**config.mk**
```make
export PLATFORM = sky130hd
export DESIGN_NAME = el1_partition_label_reg
export DESIGN_NICKNAME = d
export VERILOG_FILES = /design/src/inc/el1_label_pkg.sv /design/src/inc/el1_access_if.sv /design/src/rtl/el1_access_decode.sv /design/src/rtl/el1_partition_label_reg.sv
export VERILOG_INCLUDE_DIRS = /design/src /design/src/inc
export SDC_FILE = /design/constraint.sdc
export NUM_CORES = 1
export LEC_CHECK = 0
export BUFFER_PORTS_ARGS = -buffer_cell sky130_fd_sc_hd__buf_2
export CAP_MARGIN = 40
export CORE_AREA = 2 2 192 194
export CTS_CLUSTER_DIAMETER = 150
export DETAILED_ROUTE_END_ITERATION = 6
export DIE_AREA = 0 0 194 196
export GPL_TIMING_DRIVEN = 0
export HOLD_SLACK_MARGIN = 0.02
export SETUP_SLACK_MARGIN = 0.02
export SYNTH_ARGS = -nofsm -noshare
export SYNTH_HDL_FRONTEND = slang
export SYNTH_SLANG_ARGS = --single-unit
```
**constraint.sdc**
```tcl
create_clock -name clk -period 17.75 [get_ports clk]
set_input_delay 5.325 -clock clk [delete_from_list [all_inputs] [get_ports clk]]
set_output_delay 5.325 -clock clk [all_outputs]
set_load 0.03 [all_outputs]
```
**src/inc/el1_label_cfg.svh**
```systemverilog
`ifndef EL1_LABEL_CFG_SVH
`define EL1_LABEL_CFG_SVH

// Encoding fields of both encodings of this register; op1 differs between them
`define LBL_OP0 2'h3
`define LBL_OP1_PRI 3'h0
`define LBL_OP1_ALT 3'h5
`define LBL_CRN 4'hA
`define LBL_CRM 4'h5
`define LBL_OP2 3'h0

// Trap syndrome class for system register access traps
`define LBL_SYNDROME 6'h18

// Shadow location used under nested virtualization
`define LBL_SHADOW_OFFSET 12'h900

// Nested-virtualization codes of {nv2, nv1, nv}
`define LBL_NV_SHADOW_PRI 3'h7
`define LBL_NV_SHADOW_ALT 3'h5

// Field positions
`define LBL_EN_BIT 63
`define LBL_FNS_BIT 60
`define LBL_DATA_MONITOR_GROUP_HI 47
`define LBL_DATA_MONITOR_GROUP_LO 40
`define LBL_INSTR_MONITOR_GROUP_HI 39
`define LBL_INSTR_MONITOR_GROUP_LO 32
`define LBL_PID_D_HI 31
`define LBL_PID_D_LO 16
`define LBL_PID_I_HI 15
`define LBL_PID_I_LO 0

// Reset value of the local enable copy
`define LBL_EN_RESET 1'h0

`endif

```
**src/inc/el1_label_pkg.sv**
```systemverilog
`default_nettype none

package el1_label_pkg;
  // Where one system register access ends up
  typedef enum logic [2:0] {
    ROUTE_NONE,
    ROUTE_UNDEF,
    ROUTE_TRAP_EL3,
    ROUTE_TRAP_EL2,
    ROUTE_SHADOW,
    ROUTE_REG,
    ROUTE_EL2_REG
  } route_t;
endpackage

`default_nettype wire

```
**src/inc/el1_access_if.sv**
```systemverilog
`default_nettype none

// Access context handed from the register file to the route decoder
interface el1_access_if;
  import el1_label_pkg::*;
  logic hit; // Encoding matches either form
  logic isAlt; // Alternate encoding used
  logic [1:0] el; // Current exception level
  logic el2En; // Second level present and enabled
  logic el2Is64; // Second level in 64-bit state
  logic el3Is64; // Third level in 64-bit state
  logic hostAtEl2; // Host runs at the second level
  logic trap_lower_levels; // Third level traps lower accesses
  logic trapEl1; // Second level traps first-level access
  logic [2:0] nvBits; // Nested virtualization controls
  route_t route; // Decision
  modport regfile (output hit, isAlt, el, el2En, el2Is64, el3Is64,
    hostAtEl2, trap_lower_levels, trapEl1, nvBits, input route);
  modport decoder (input hit, isAlt, el, el2En, el2Is64, el3Is64,
    hostAtEl2, trap_lower_levels, trapEl1, nvBits, output route);
endinterface

`default_nettype wire

```
**src/rtl/el1_access_decode.sv**
```systemverilog
`include "el1_label_cfg.svh"
`default_nettype none

module el1_access_decode
  import el1_label_pkg::*;
#(
  parameter bit HAS_EL2 = 1'b1,
  parameter bit HAS_EL3 = 1'b1,
  parameter bit HAS_PART_EXT = 1'b1
) (
  el1_access_if.decoder acc
);

  // Third-level trap condition, shared by several levels
  wire trapToEl3 = HAS_EL3 && acc.trap_lower_levels;
  // First-level trap to level three also needs 64-bit state there
  wire trapEl1ToEl3 = trapToEl3 && acc.el3Is64;
  // Second-level trap of first-level access
  wire trapEl1ToEl2 = acc.el2En && acc.el2Is64 && acc.trapEl1;
  // Shadow conditions per encoding
  wire shadowPri = acc.el2En && acc.el2Is64 && (acc.nvBits == `LBL_NV_SHADOW_PRI);
  wire shadowAlt = acc.el2En && (acc.nvBits == `LBL_NV_SHADOW_ALT);

  // Primary encoding route
  wire route_t priRoute =
    (acc.el == 2'h0) ? ROUTE_UNDEF :
    (acc.el == 2'h1) ? (trapEl1ToEl3 ? ROUTE_TRAP_EL3 :
                        trapEl1ToEl2 ? ROUTE_TRAP_EL2 :
                        shadowPri ? ROUTE_SHADOW : ROUTE_REG) :
    (acc.el == 2'h2) ? (trapToEl3 ? ROUTE_TRAP_EL3 :
                        acc.hostAtEl2 ? ROUTE_EL2_REG : ROUTE_REG) :
    ROUTE_REG;

  // Alternate encoding route
  wire route_t altRoute =
    (acc.el == 2'h0) ? ROUTE_UNDEF :
    (acc.el == 2'h1) ? (shadowAlt ? ROUTE_SHADOW :
                        (acc.el2En && acc.nvBits[0]) ?
                          (trapEl1ToEl3 ? ROUTE_TRAP_EL3 : ROUTE_TRAP_EL2) :
                        ROUTE_UNDEF) :
    (acc.el == 2'h2) ? (!acc.hostAtEl2 ? ROUTE_UNDEF :
                        trapToEl3 ? ROUTE_TRAP_EL3 : ROUTE_REG) :
    ((acc.el2En && acc.el2Is64 && acc.hostAtEl2) ? ROUTE_REG : ROUTE_UNDEF);

  // Final decision; missing extension makes every hit undefined
  assign acc.route = !acc.hit ? ROUTE_NONE :
                     !HAS_PART_EXT ? ROUTE_UNDEF :
                     acc.isAlt ? altRoute : priRoute;

endmodule // el1_access_decode

`default_nettype wire

```
**src/rtl/el1_partition_label_reg.sv**
```systemverilog
// Contract
// - Register forms labels for first-level requests
// - Labels lowest-level apps under guest conditions
// - Second level with host redirects primary encoding to the second-level register
// - Alternate encoding reaches register with host
// - Virtual IDs translated when mapping enabled
// - Translation also applies to borrowed app labels
// - Enable bit shared with higher level copy
// - Enable zero gives default labels everywhere
// - Enable writable only without higher levels
// - Enable clears to zero on reset
// - Bit 60 shows forced nonsecure when secure
// - Monitor groups at 47:40 and 39:32
// - Data ID 31:16, instruction ID 15:0
// - Label fields unspecified after reset
// - Labels always from live register value
// - No extension means access undefined
// - Primary encoding 3,0,10,5,0 for both
// - Lowest level access is undefined
// - First-level writes trap third then second
// - Nested condition writes go to shadow
// - Second-level traps to third; third always reaches via primary encoding
`include "el1_label_cfg.svh"
`default_nettype none

module el1_partition_label_reg
  import el1_label_pkg::*;
#(
  parameter bit HAS_EL2 = 1'b1, // Second level implemented
  parameter bit HAS_EL3 = 1'b1, // Third level implemented
  parameter bit HAS_PART_EXT = 1'b1, // Partitioning extension present
  parameter bit HAS_VIRT = 1'b1, // Virtualization option present
  parameter bit HAS_NEW_REV = 1'b1, // Newer extension revision
  parameter logic [15:0] DEFAULT_PARTID = 16'h0000, // Default partition ID
  parameter logic [7:0] DEFAULT_PMG = 8'h00 // Default monitoring group
) (
  input wire logic clk,
  input wire logic reset,
  input wire logic accValid,
  input wire logic accWrite,
  input wire logic [1:0] accOp0,
  input wire logic [2:0] accOp1,
  input wire logic [3:0] accCrn,
  input wire logic [3:0] accCrm,
  input wire logic [2:0] accOp2,
  input wire logic [63:0] accWdata,
  input wire logic [1:0] curEl,
  input wire logic secureState,
  input wire logic el2Enabled,
  input wire logic el2Uses64Bit,
  input wire logic el3Uses64Bit,
  input wire logic hostAtEl2,
  input wire logic trapGeneralExceptions,
  input wire logic [2:0] nestedVirtBits,
  input wire logic trapLowerLevels,
  input wire logic trapEl1LabelAccess,
  input wire logic guestAppUsesKernelLabel,
  input wire logic el1VirtIdMapEn,
  input wire logic forceNonsecure,
  input wire logic el3LabelGenEnable,
  input wire logic el2LabelGenEnable,
  input wire logic [63:0] el2LabelValue,
  input wire logic [63:0] shadowReadData,
  output logic accDone,
  output logic [63:0] accRdata,
  output logic accUndef,
  output logic accTrap,
  output logic [1:0] accTrapEl,
  output logic [5:0] accSyndrome,
  output logic accToEl2Reg,
  output logic [63:0] accEl2Wdata,
  output logic accShadow,
  output logic [11:0] accShadowOffset,
  output logic [63:0] accShadowWdata,
  output logic labelFromThis,
  output logic labelEl0Borrow,
  output logic labelVirtual,
  output logic labelEnabled,
  output logic [15:0] labelDataPartId,
  output logic [15:0] labelInstrPartId,
  output logic [7:0] labelDataMonGroup,
  output logic [7:0] labelInstrMonGroup
);

  // Stored label fields; no reset on purpose, software programs them
  logic [47:0] fields_reg;
  // Local enable, used only when no higher level owns the bit
  logic enable_reg;
  // Response registers
  logic done_reg;
  logic [63:0] rdata_reg;
  logic undef_reg;
  logic trap_reg;
  logic [1:0] trapEl_reg;
  logic [5:0] syndrome_reg;
  logic toEl2_reg;
  logic [63:0] el2Wdata_reg;
  logic shadow_reg;
  logic [63:0] shadowWdata_reg;
  // Label output registers
  logic fromThis_reg;
  logic borrow_reg;
  logic virtual_reg;
  logic enabled_reg;
  logic [15:0] pidD_reg;
  logic [15:0] pidI_reg;
  logic [7:0] pmgD_reg;
  logic [7:0] pmgI_reg;

  // Route decoder shares the access context
  el1_access_if acc ();

  // Encoding match against both forms
  wire encCommon = (accOp0 == `LBL_OP0) && (accCrn == `LBL_CRN) &&
                   (accCrm == `LBL_CRM) && (accOp2 == `LBL_OP2);
  // Primary form
  wire encPri = encCommon && (accOp1 == `LBL_OP1_PRI);
  // Alternate form
  wire encAlt = encCommon && (accOp1 == `LBL_OP1_ALT);

  // Context into the decoder
  assign acc.hit = accValid && (encPri || encAlt);
  assign acc.isAlt = encAlt;
  assign acc.el = curEl;
  assign acc.el2En = HAS_EL2 && el2Enabled;
  assign acc.el2Is64 = el2Uses64Bit;
  assign acc.el3Is64 = el3Uses64Bit;
  assign acc.hostAtEl2 = hostAtEl2;
  assign acc.trap_lower_levels = trapLowerLevels;
  assign acc.trapEl1 = trapEl1LabelAccess;
  assign acc.nvBits = nestedVirtBits;

  // Trap and redirect decision
  el1_access_decode #(
    .HAS_EL2(HAS_EL2),
    .HAS_EL3(HAS_EL3),
    .HAS_PART_EXT(HAS_PART_EXT)
  ) u_decode (
    .acc(acc)
  );

  // Decoded route of this cycle
  wire route_t route = acc.route;
  // Plain register reached
  wire hitReg = (route == ROUTE_REG);
  // Register write taken
  wire regWrite = hitReg && accWrite;

  // Enable seen by everyone: shared storage with the highest level
  wire enLive = HAS_EL3 ? el3LabelGenEnable :
                HAS_EL2 ? el2LabelGenEnable : enable_reg;
  // Enable writable only when this register owns it
  wire enWritable = !HAS_EL3 && !HAS_EL2;

  // Forced nonsecure view: reads zero outside secure state
  wire fnsView = HAS_NEW_REV && secureState && forceNonsecure;

  // Live read image; reserved bits read zero
  wire [63:0] readImage = {enLive, 2'h0, fnsView, 12'h000, fields_reg};

  // Read data by route
  wire [63:0] readData = (route == ROUTE_EL2_REG) ? el2LabelValue :
                         (route == ROUTE_SHADOW) ? shadowReadData :
                         hitReg ? readImage : 64'h0000_0000_0000_0000;

  // Trap routes
  wire isTrap = (route == ROUTE_TRAP_EL3) || (route == ROUTE_TRAP_EL2);
  // Level that takes the trap
  wire [1:0] trapTarget = (route == ROUTE_TRAP_EL3) ? 2'h3 : 2'h2;

  // Guest applications borrow this register
  wire el0Borrow = HAS_EL2 && el2Enabled && HAS_VIRT &&
                   guestAppUsesKernelLabel && !trapGeneralExceptions;
  // This register labels the current request
  wire useThis = HAS_PART_EXT && ((curEl == 2'h1) ||
                 ((curEl == 2'h0) && el0Borrow));
  // IDs are virtual, including borrowed app labels
  wire idsVirtual = useThis && enLive && HAS_EL2 && el2Enabled &&
                    HAS_VIRT && el1VirtIdMapEn;

  // Label fields straight from stored value, never a cached copy
  wire [15:0] pidD = fields_reg[`LBL_PID_D_HI:`LBL_PID_D_LO];
  wire [15:0] pidI = fields_reg[`LBL_PID_I_HI:`LBL_PID_I_LO];
  wire [7:0] pmgD = fields_reg[`LBL_DATA_MONITOR_GROUP_HI:`LBL_DATA_MONITOR_GROUP_LO];
  wire [7:0] pmgI = fields_reg[`LBL_INSTR_MONITOR_GROUP_HI:`LBL_INSTR_MONITOR_GROUP_LO];

  // Field storage; writes through other routes never land here
  always_ff @(posedge clk) begin
    if (regWrite) begin
      fields_reg <= accWdata[47:0];
    end
  end

  // Local enable copy; bit 60 writes simply dropped
  always_ff @(posedge clk or posedge reset) begin
    if (reset) begin
      enable_reg <= `LBL_EN_RESET;
    end else if (regWrite && enWritable) begin
      enable_reg <= accWdata[`LBL_EN_BIT];
    end
  end

  // Access response, one cycle after the request
  always_ff @(posedge clk or posedge reset) begin
    if (reset) begin
      done_reg <= 1'b0;
      rdata_reg <= 64'h0000_0000_0000_0000;
      undef_reg <= 1'b0;
      trap_reg <= 1'b0;
      trapEl_reg <= 2'h0;
      syndrome_reg <= 6'h00;
      toEl2_reg <= 1'b0;
      el2Wdata_reg <= 64'h0000_0000_0000_0000;
      shadow_reg <= 1'b0;
      shadowWdata_reg <= 64'h0000_0000_0000_0000;
    end else begin
      done_reg <= (route != ROUTE_NONE);
      // Read data only for reads
      rdata_reg <= accWrite ? 64'h0000_0000_0000_0000 : readData;
      undef_reg <= (route == ROUTE_UNDEF);
      trap_reg <= isTrap;
      trapEl_reg <= isTrap ? trapTarget : 2'h0;
      syndrome_reg <= isTrap ? `LBL_SYNDROME : 6'h00;
      toEl2_reg <= (route == ROUTE_EL2_REG);
      el2Wdata_reg <= accWdata;
      shadow_reg <= (route == ROUTE_SHADOW);
      shadowWdata_reg <= accWdata;
    end
  end

  // Labels refreshed every cycle from the live value
  always_ff @(posedge clk or posedge reset) begin
    if (reset) begin
      fromThis_reg <= 1'b0;
      borrow_reg <= 1'b0;
      virtual_reg <= 1'b0;
      enabled_reg <= 1'b0;
      pidD_reg <= DEFAULT_PARTID;
      pidI_reg <= DEFAULT_PARTID;
      pmgD_reg <= DEFAULT_PMG;
      pmgI_reg <= DEFAULT_PMG;
    end else begin
      fromThis_reg <= useThis;
      borrow_reg <= useThis && (curEl == 2'h0);
      virtual_reg <= idsVirtual;
      enabled_reg <= enLive;
      // Disabled: defaults for every request
      pidD_reg <= (enLive && useThis) ? pidD : DEFAULT_PARTID;
      pidI_reg <= (enLive && useThis) ? pidI : DEFAULT_PARTID;
      pmgD_reg <= (enLive && useThis) ? pmgD : DEFAULT_PMG;
      pmgI_reg <= (enLive && useThis) ? pmgI : DEFAULT_PMG;
    end
  end

  // Outputs straight from flops, except the constant shadow offset
  assign accDone = done_reg;
  assign accRdata = rdata_reg;
  assign accUndef = undef_reg;
  assign accTrap = trap_reg;
  assign accTrapEl = trapEl_reg;
  assign accSyndrome = syndrome_reg;
  assign accToEl2Reg = toEl2_reg;
  assign accEl2Wdata = el2Wdata_reg;
  assign accShadow = shadow_reg;
  // Fixed offset, constant from reset on
  assign accShadowOffset = `LBL_SHADOW_OFFSET;
  assign accShadowWdata = shadowWdata_reg;
  assign labelFromThis = fromThis_reg;
  assign labelEl0Borrow = borrow_reg;
  assign labelVirtual = virtual_reg;
  assign labelEnabled = enabled_reg;
  assign labelDataPartId = pidD_reg;
  assign labelInstrPartId = pidI_reg;
  assign labelDataMonGroup = pmgD_reg;
  assign labelInstrMonGroup = pmgI_reg;

endmodule // el1_partition_label_reg

`default_nettype wire

```
After elaboration in Yosys (flattened, before gate mapping)
Cells that the tools add are included.
- memories kept: 0
- bits in latches: 0
- register bits after elaboration: 240
- bits in writable memories: 0
- output and inout bits: 269
- memory bits (read-only): 0
- order comparisons: 0
- equal/unequal tests: 14
- bitwise operators: 0
- muxes and demuxes: 30
- multiply operators: 0
- shift operators: 0
- add/sub/neg operators: 0
- reduce and logical (&&, ||, !) cells: 30
- divide/modulo/power cells: 0
- operators with widths (cell ; number):
    $mux W64 ; 4
    $mux W3 ; 16
    $mux W16 ; 2
    $logic_and A1 B1 Y1 ; 22
    $eq A3 B3 Y1 const B ; 6
    $mux W8 ; 2
    $eq A3 B2 Y1 const B ; 2
    $logic_not A3 Y1 ; 2
    $mux W5 ; 1
    $eq A2 B2 Y1 const B ; 2
    $eq A4 B3 Y1 const B ; 1
    $eq A4 B4 Y1 const B ; 1
    $mux W2 ; 2
    $eq A3 B1 Y1 const B ; 1
    $logic_or A1 B1 Y1 ; 3
    $mux W1 ; 3
    $reduce_bool A3 Y1 ; 1
    $eq A2 B1 Y1 const B ; 1
    $logic_not A2 Y1 ; 1
    $logic_not A1 Y1 ; 1

Longest topological paths before layout
- depth in word-level cells: 14
- gate-level depth with buffers: 10
- gate-level depth less buffers: 7

Hierarchy
A second synthesis with hierarchy kept.
- cells, all modules: 694
- area total of the unflattened synthesis: 8838.5 µm²
- by module, submodules not included (module ; cells each ; sequential area each (µm²) ; instances ; area an instance (µm²)):
    el1_partition_label_reg ; 665 ; 6095.8 ; 1 ; 8658.3
    el1_access_decode ; 29 ; 0.0 ; 1 ; 180.2

Worst setup path after synthesis
No wires, ideal clock.
- kind: input-to-reg
- from: input port accOp2[1]
- to: register fields_reg[0], enable pin
- setup slack: 9.571 ns
- library setup time: 0.409 ns
- cell stages on the path: 6
- data arrival time: 7.770 ns
- cell sequence: nor4_1 nand4_1 nor3b_1 o21a_1 buf_2 and4_1
- longest elaborated chain between the ends: 8
- ends and longest elaborated chain (item ; RTL line ; RTL):
    from (decl) ; el1_partition_label_reg.sv:45 ; input wire logic [2:0] accOp2,
    $logic_not A3 Y1 (no source line) (*) ; n/a ;
    $logic_and A1 B1 Y1 (*) ; el1_partition_label_reg.sv:114 ; wire encCommon = (accOp0 == `LBL_OP0) && (accCrn == `LBL_CRN) &&
    $logic_and A1 B1 Y1 (on tied branches) ; el1_partition_label_reg.sv:117, el1_partition_label_reg.sv:119 ;
    $logic_or A1 B1 Y1 ; el1_partition_label_reg.sv:122 ; assign acc.hit = accValid && (encPri || encAlt);
    $logic_and A1 B1 Y1 ; el1_partition_label_reg.sv:122 ;
    $mux W3 (*) ; el1_access_decode.sv:46 ; assign acc.route = !acc.hit ? ROUTE_NONE :
    $eq A3 B3 Y1 (*) ; el1_partition_label_reg.sv:145 ; wire hitReg = (route == ROUTE_REG);
    $logic_and A1 B1 Y1 (*) ; el1_partition_label_reg.sv:147 ; wire regWrite = hitReg && accWrite;
    named net regWrite ; el1_partition_label_reg.sv:147 ;
    to (signal assigned) ; el1_partition_label_reg.sv:190 ; fields_reg <= accWdata[47:0];
    to (decl) ; el1_partition_label_reg.sv:86 ; logic [47:0] fields_reg;
The timed path passes the listed nets; every way through them passes the cells marked *.
A chain may end at the register's enable or synchronous reset.

Final worst setup path
- from: input port accOp2[1]
- to: register fields_reg[25], enable pin
The elaborated chain is that of the path after synthesis.

==> impl_metrics.ini <==
[clocking]
cts.root.buffer_cell = sky130_fd_sc_hd__clkbuf_16
clkTransAtPathRegs_ps = 60
cts.sinks = 234
holdBufCountCts = 0
cts_setup_buffers = 0
cts-buffers-inserted = 26
worst_skew_pair_latency_ps = 540
tritoncts = yes
clock_tree_buf_depth = 3
htree_num_levels = 1
cells_resized_by_post_cts_repair = 0

[sta]
slew_headroom = 0.426
tightest_slew_ps = 861
final_setup_viols = 0
timing.clock.skew_ps = 11.5
timing.final.crit_period_ps = 8160
grt_setup_unrepaired = no
finalCritPeriodShare = 0.460
setup_total_negative_slack_ps = 0
hold_violations = 0
max_freq_mhz = 123
drv_slew = 0

[setup_path]
ff2ff_setup_slack_ps = 16820
r2r-end = accRdata[5]$_DFF_PP0_
crit_type = in2reg
critical_path.endpoint = fields_reg[25]$_DFFE_PP_
critical_path_arrival_ps = 8390
worstRegToRegCells = 2
worstSetupEndpointType = flop
r2r-start = fields_reg[5]$_DFFE_PP_
startpoint_type = input port
cp_data_required_time_ps = 17980
worst_setup_startpoint = accOp2[1]
worstPathMaxFanout = 25

[final_layout]
final_layout_size_suffix_gt1_frac = 0.509
fin_nets = 1479
syn2layout_area_growth_pct = 44.8
layout_commonest_cell = sky130_fd_sc_hd__buf_2
final_cell_mix = sky130_fd_sc_hd__buf_2 (495), sky130_fd_sc_hd__dfrtp_1 (186), sky130_fd_sc_hd__nand3_1 (151)
count_of_filler_cells_inserted_in_the_layout = 3659

[logic_synthesis]
synth_top_flop_cell = sky130_fd_sc_hd__dfrtp_1
post_synthesis_cell_count = 723
post_synthesis_instance_area_um2 = 8960
post_synth.cell_area_avg_um2 = 12.4
yosys_warnings = 0
synth_edf_count = 48
ys_types = 44
yosysSeqAreaShare = 0.680
postSynthRegisterBits = 234
asyncSetResetFlopFracSynth = 0.795

[detailed_routing]
drt_pre_antenna_iters = 5
final_antenna_net_count = 0
drt-initial-drc-count = 422
drcViolationCount = 0
detail_route.wirelength_um = 35100
wl_per_cell_um = 20.2
number_of_vias_per_cell_after_detailed_routing = 4.47
num_vias = 7775

[outcome]
outcome = complete, no violations

[die]
width_of_the_die_um = 194
num_io_pins = 499
initial_core_util = 0.248
rows = 70
die_h_um = 196
floorplan.die_area_um2 = 38000
core_area_um2 = 36100

[power_and_ir_drop]
power_frac_clock = 0.448
switching_power_uw = 312
cellPowerDensity_nw_per_um2 = 96.8
vdd_drop_max_v = 0.0000727
share_comb_of_total_power = 0.103
total_leakage_power_nw = 6.84
proportion_of_power_drawn_by_flip_flops_and_latches = 0.449
p_int_uw = 944
post-layout-total-power_mw = 1.26
power.switching_fraction = 0.249

[place]
portBuffers = 480
place.gp.congestion = 0.808
detailed_placement_wirelength_estimate_um = 27300

[grt]
overflow = 0
antenna_found_initial = 5
grt_max_degree = 99
grt_pass1_wl_um = 50600
grt_use_total = 0.177
grt_pass1_vias = 7945

[min_path]
min-delay-path-class = reg2reg

[run]
maxCapViolations = 0
[layout make-up]
class / count / area [µm²] / area share
clock inverter: 14 / 156 / 0.0120
sequential: 234 / 6100 / 0.470
clock buffer: 34 / 742 / 0.0571
antenna: 3 / 7.51 / 0.000578
inverter: 4 / 22.5 / 0.00173
multi-input combinational: 361 / 2000 / 0.154
tap: 468 / 586 / 0.0451
timing repair buffer: 484 / 2470 / 0.190
buffer: 138 / 908 / 0.0700
[Yosys cell counts (2+ instances only)]
library cell | count | area share
sky130_fd_sc_hd__clkbuf_1 | 21 | 0.0088
sky130_fd_sc_hd__nand3_1 | 151 | 0.084
sky130_fd_sc_hd__nand2_1 | 34 | 0.014
sky130_fd_sc_hd__and3_1 | 50 | 0.035
sky130_fd_sc_hd__a31oi_1 | 51 | 0.036
sky130_fd_sc_hd__nor3_1 | 2 | 0.0011
sky130_fd_sc_hd__nand2b_1 | 4 | 0.0028
sky130_fd_sc_hd__buf_1 | 6 | 0.0025
sky130_fd_sc_hd__nor2_1 | 4 | 0.0017
sky130_fd_sc_hd__nand4_1 | 3 | 0.0021
sky130_fd_sc_hd__buf_2 | 14 | 0.0078
sky130_fd_sc_hd__buf_6 | 3 | 0.0038
sky130_fd_sc_hd__dfrtp_1 | 186 | 0.52
sky130_fd_sc_hd__inv_1 | 3 | 0.0013
sky130_fd_sc_hd__a21oi_1 | 17 | 0.0095
sky130_fd_sc_hd__edfxtp_1 | 48 | 0.16
sky130_fd_sc_hd__and4_1 | 4 | 0.0039
sky130_fd_sc_hd__buf_4 | 93 | 0.078
sky130_fd_sc_hd__nand2b_4 | 2 | 0.0031
sky130_fd_sc_hd__and4b_1 | 2 | 0.0022
sky130_fd_sc_hd__conb_1 | 2 | 0.00084
[worst min-delay path by stage]
stage	start	end	slack [ps]	cells past startpoint
global route	fields_reg[40]$_DFFE_PP_	labelDataMonGroup[0]$_DFF_PP0_	510	1
CTS	fields_reg[34]$_DFFE_PP_	labelInstrMonGroup[2]$_DFF_PP0_	500	1
floorplan	fields_reg[40]$_DFFE_PP_	labelDataMonGroup[0]$_DFF_PP0_	480	1
global placement	fields_reg[40]$_DFFE_PP_	labelDataMonGroup[0]$_DFF_PP0_	480	1
detailed placement	fields_reg[39]$_DFFE_PP_	labelInstrMonGroup[7]$_DFF_PP0_	490	1
finish	fields_reg[35]$_DFFE_PP_	labelInstrMonGroup[3]$_DFF_PP0_	500	1
[worst max-delay path: stages]
cell	delay, ps
sky130_fd_sc_hd__buf_2	100
sky130_fd_sc_hd__nor4_1	480
sky130_fd_sc_hd__nand4_1	390
sky130_fd_sc_hd__o221ai_1	270
sky130_fd_sc_hd__buf_2	390
sky130_fd_sc_hd__buf_2	350
sky130_fd_sc_hd__and4_2	770
sky130_fd_sc_hd__buf_12	280
[kinds of logic (layout without fill, tap and decap cells)]
logic type      after synthesis  count (layout)  share of synthesized area
buf+inv                     142             674                      0.103
other cells                   2              19                   0.000838
compound gates               77              77                     0.0547
simple gates                267             267                      0.161
flops                       234             234                      0.680
xor+xnor                      1               1                   0.000977
[stage by stage]
stage | setup slack (ps) | instance area (µm²) | instances | util | hold WS, ps
floorplan | 7370 | 9020 | 737 | - | 478
CTS | 9560 | 13000 | 1737 | 0.360 | 503
detailed placement | 9010 | 12100 | 1689 | 0.335 | 487
global route | 9340 | 13000 | 1739 | 0.360 | 514
finish | 9590 | 13000 | 1740 | 0.360 | 501
global placement | 5050 | 12000 | 1685 | 0.333 | 483
[power groups by stage]
stage / registers [mW] / clock network (mW) / logic, mW
2_1_floorplan: 0.595 / 0 / 0.0508
3_3_place_gp: 0.574 / 0 / 0.128
3_5_place_dp: 0.574 / 0 / 0.130
4_1_cts: 0.564 / 0.574 / 0.131
5_1_grt: 0.565 / 0.596 / 0.138
6_report: 0.564 / 0.563 / 0.129
[layer usage]
metal | track usage | vias up | share of wire | wire [µm]
li1 | - | 3529 | - | -
met1 | 0.221 | 3822 | 0.40 | 13900
met2 | 0.312 | 372 | 0.51 | 17800
met3 | 0.0373 | 48 | 0.073 | 2570
met4 | 0.0483 | 4 | 0.021 | 749
met5 | 0 | - | 0.00063 | 22
(Power assumes the default switching activity.)
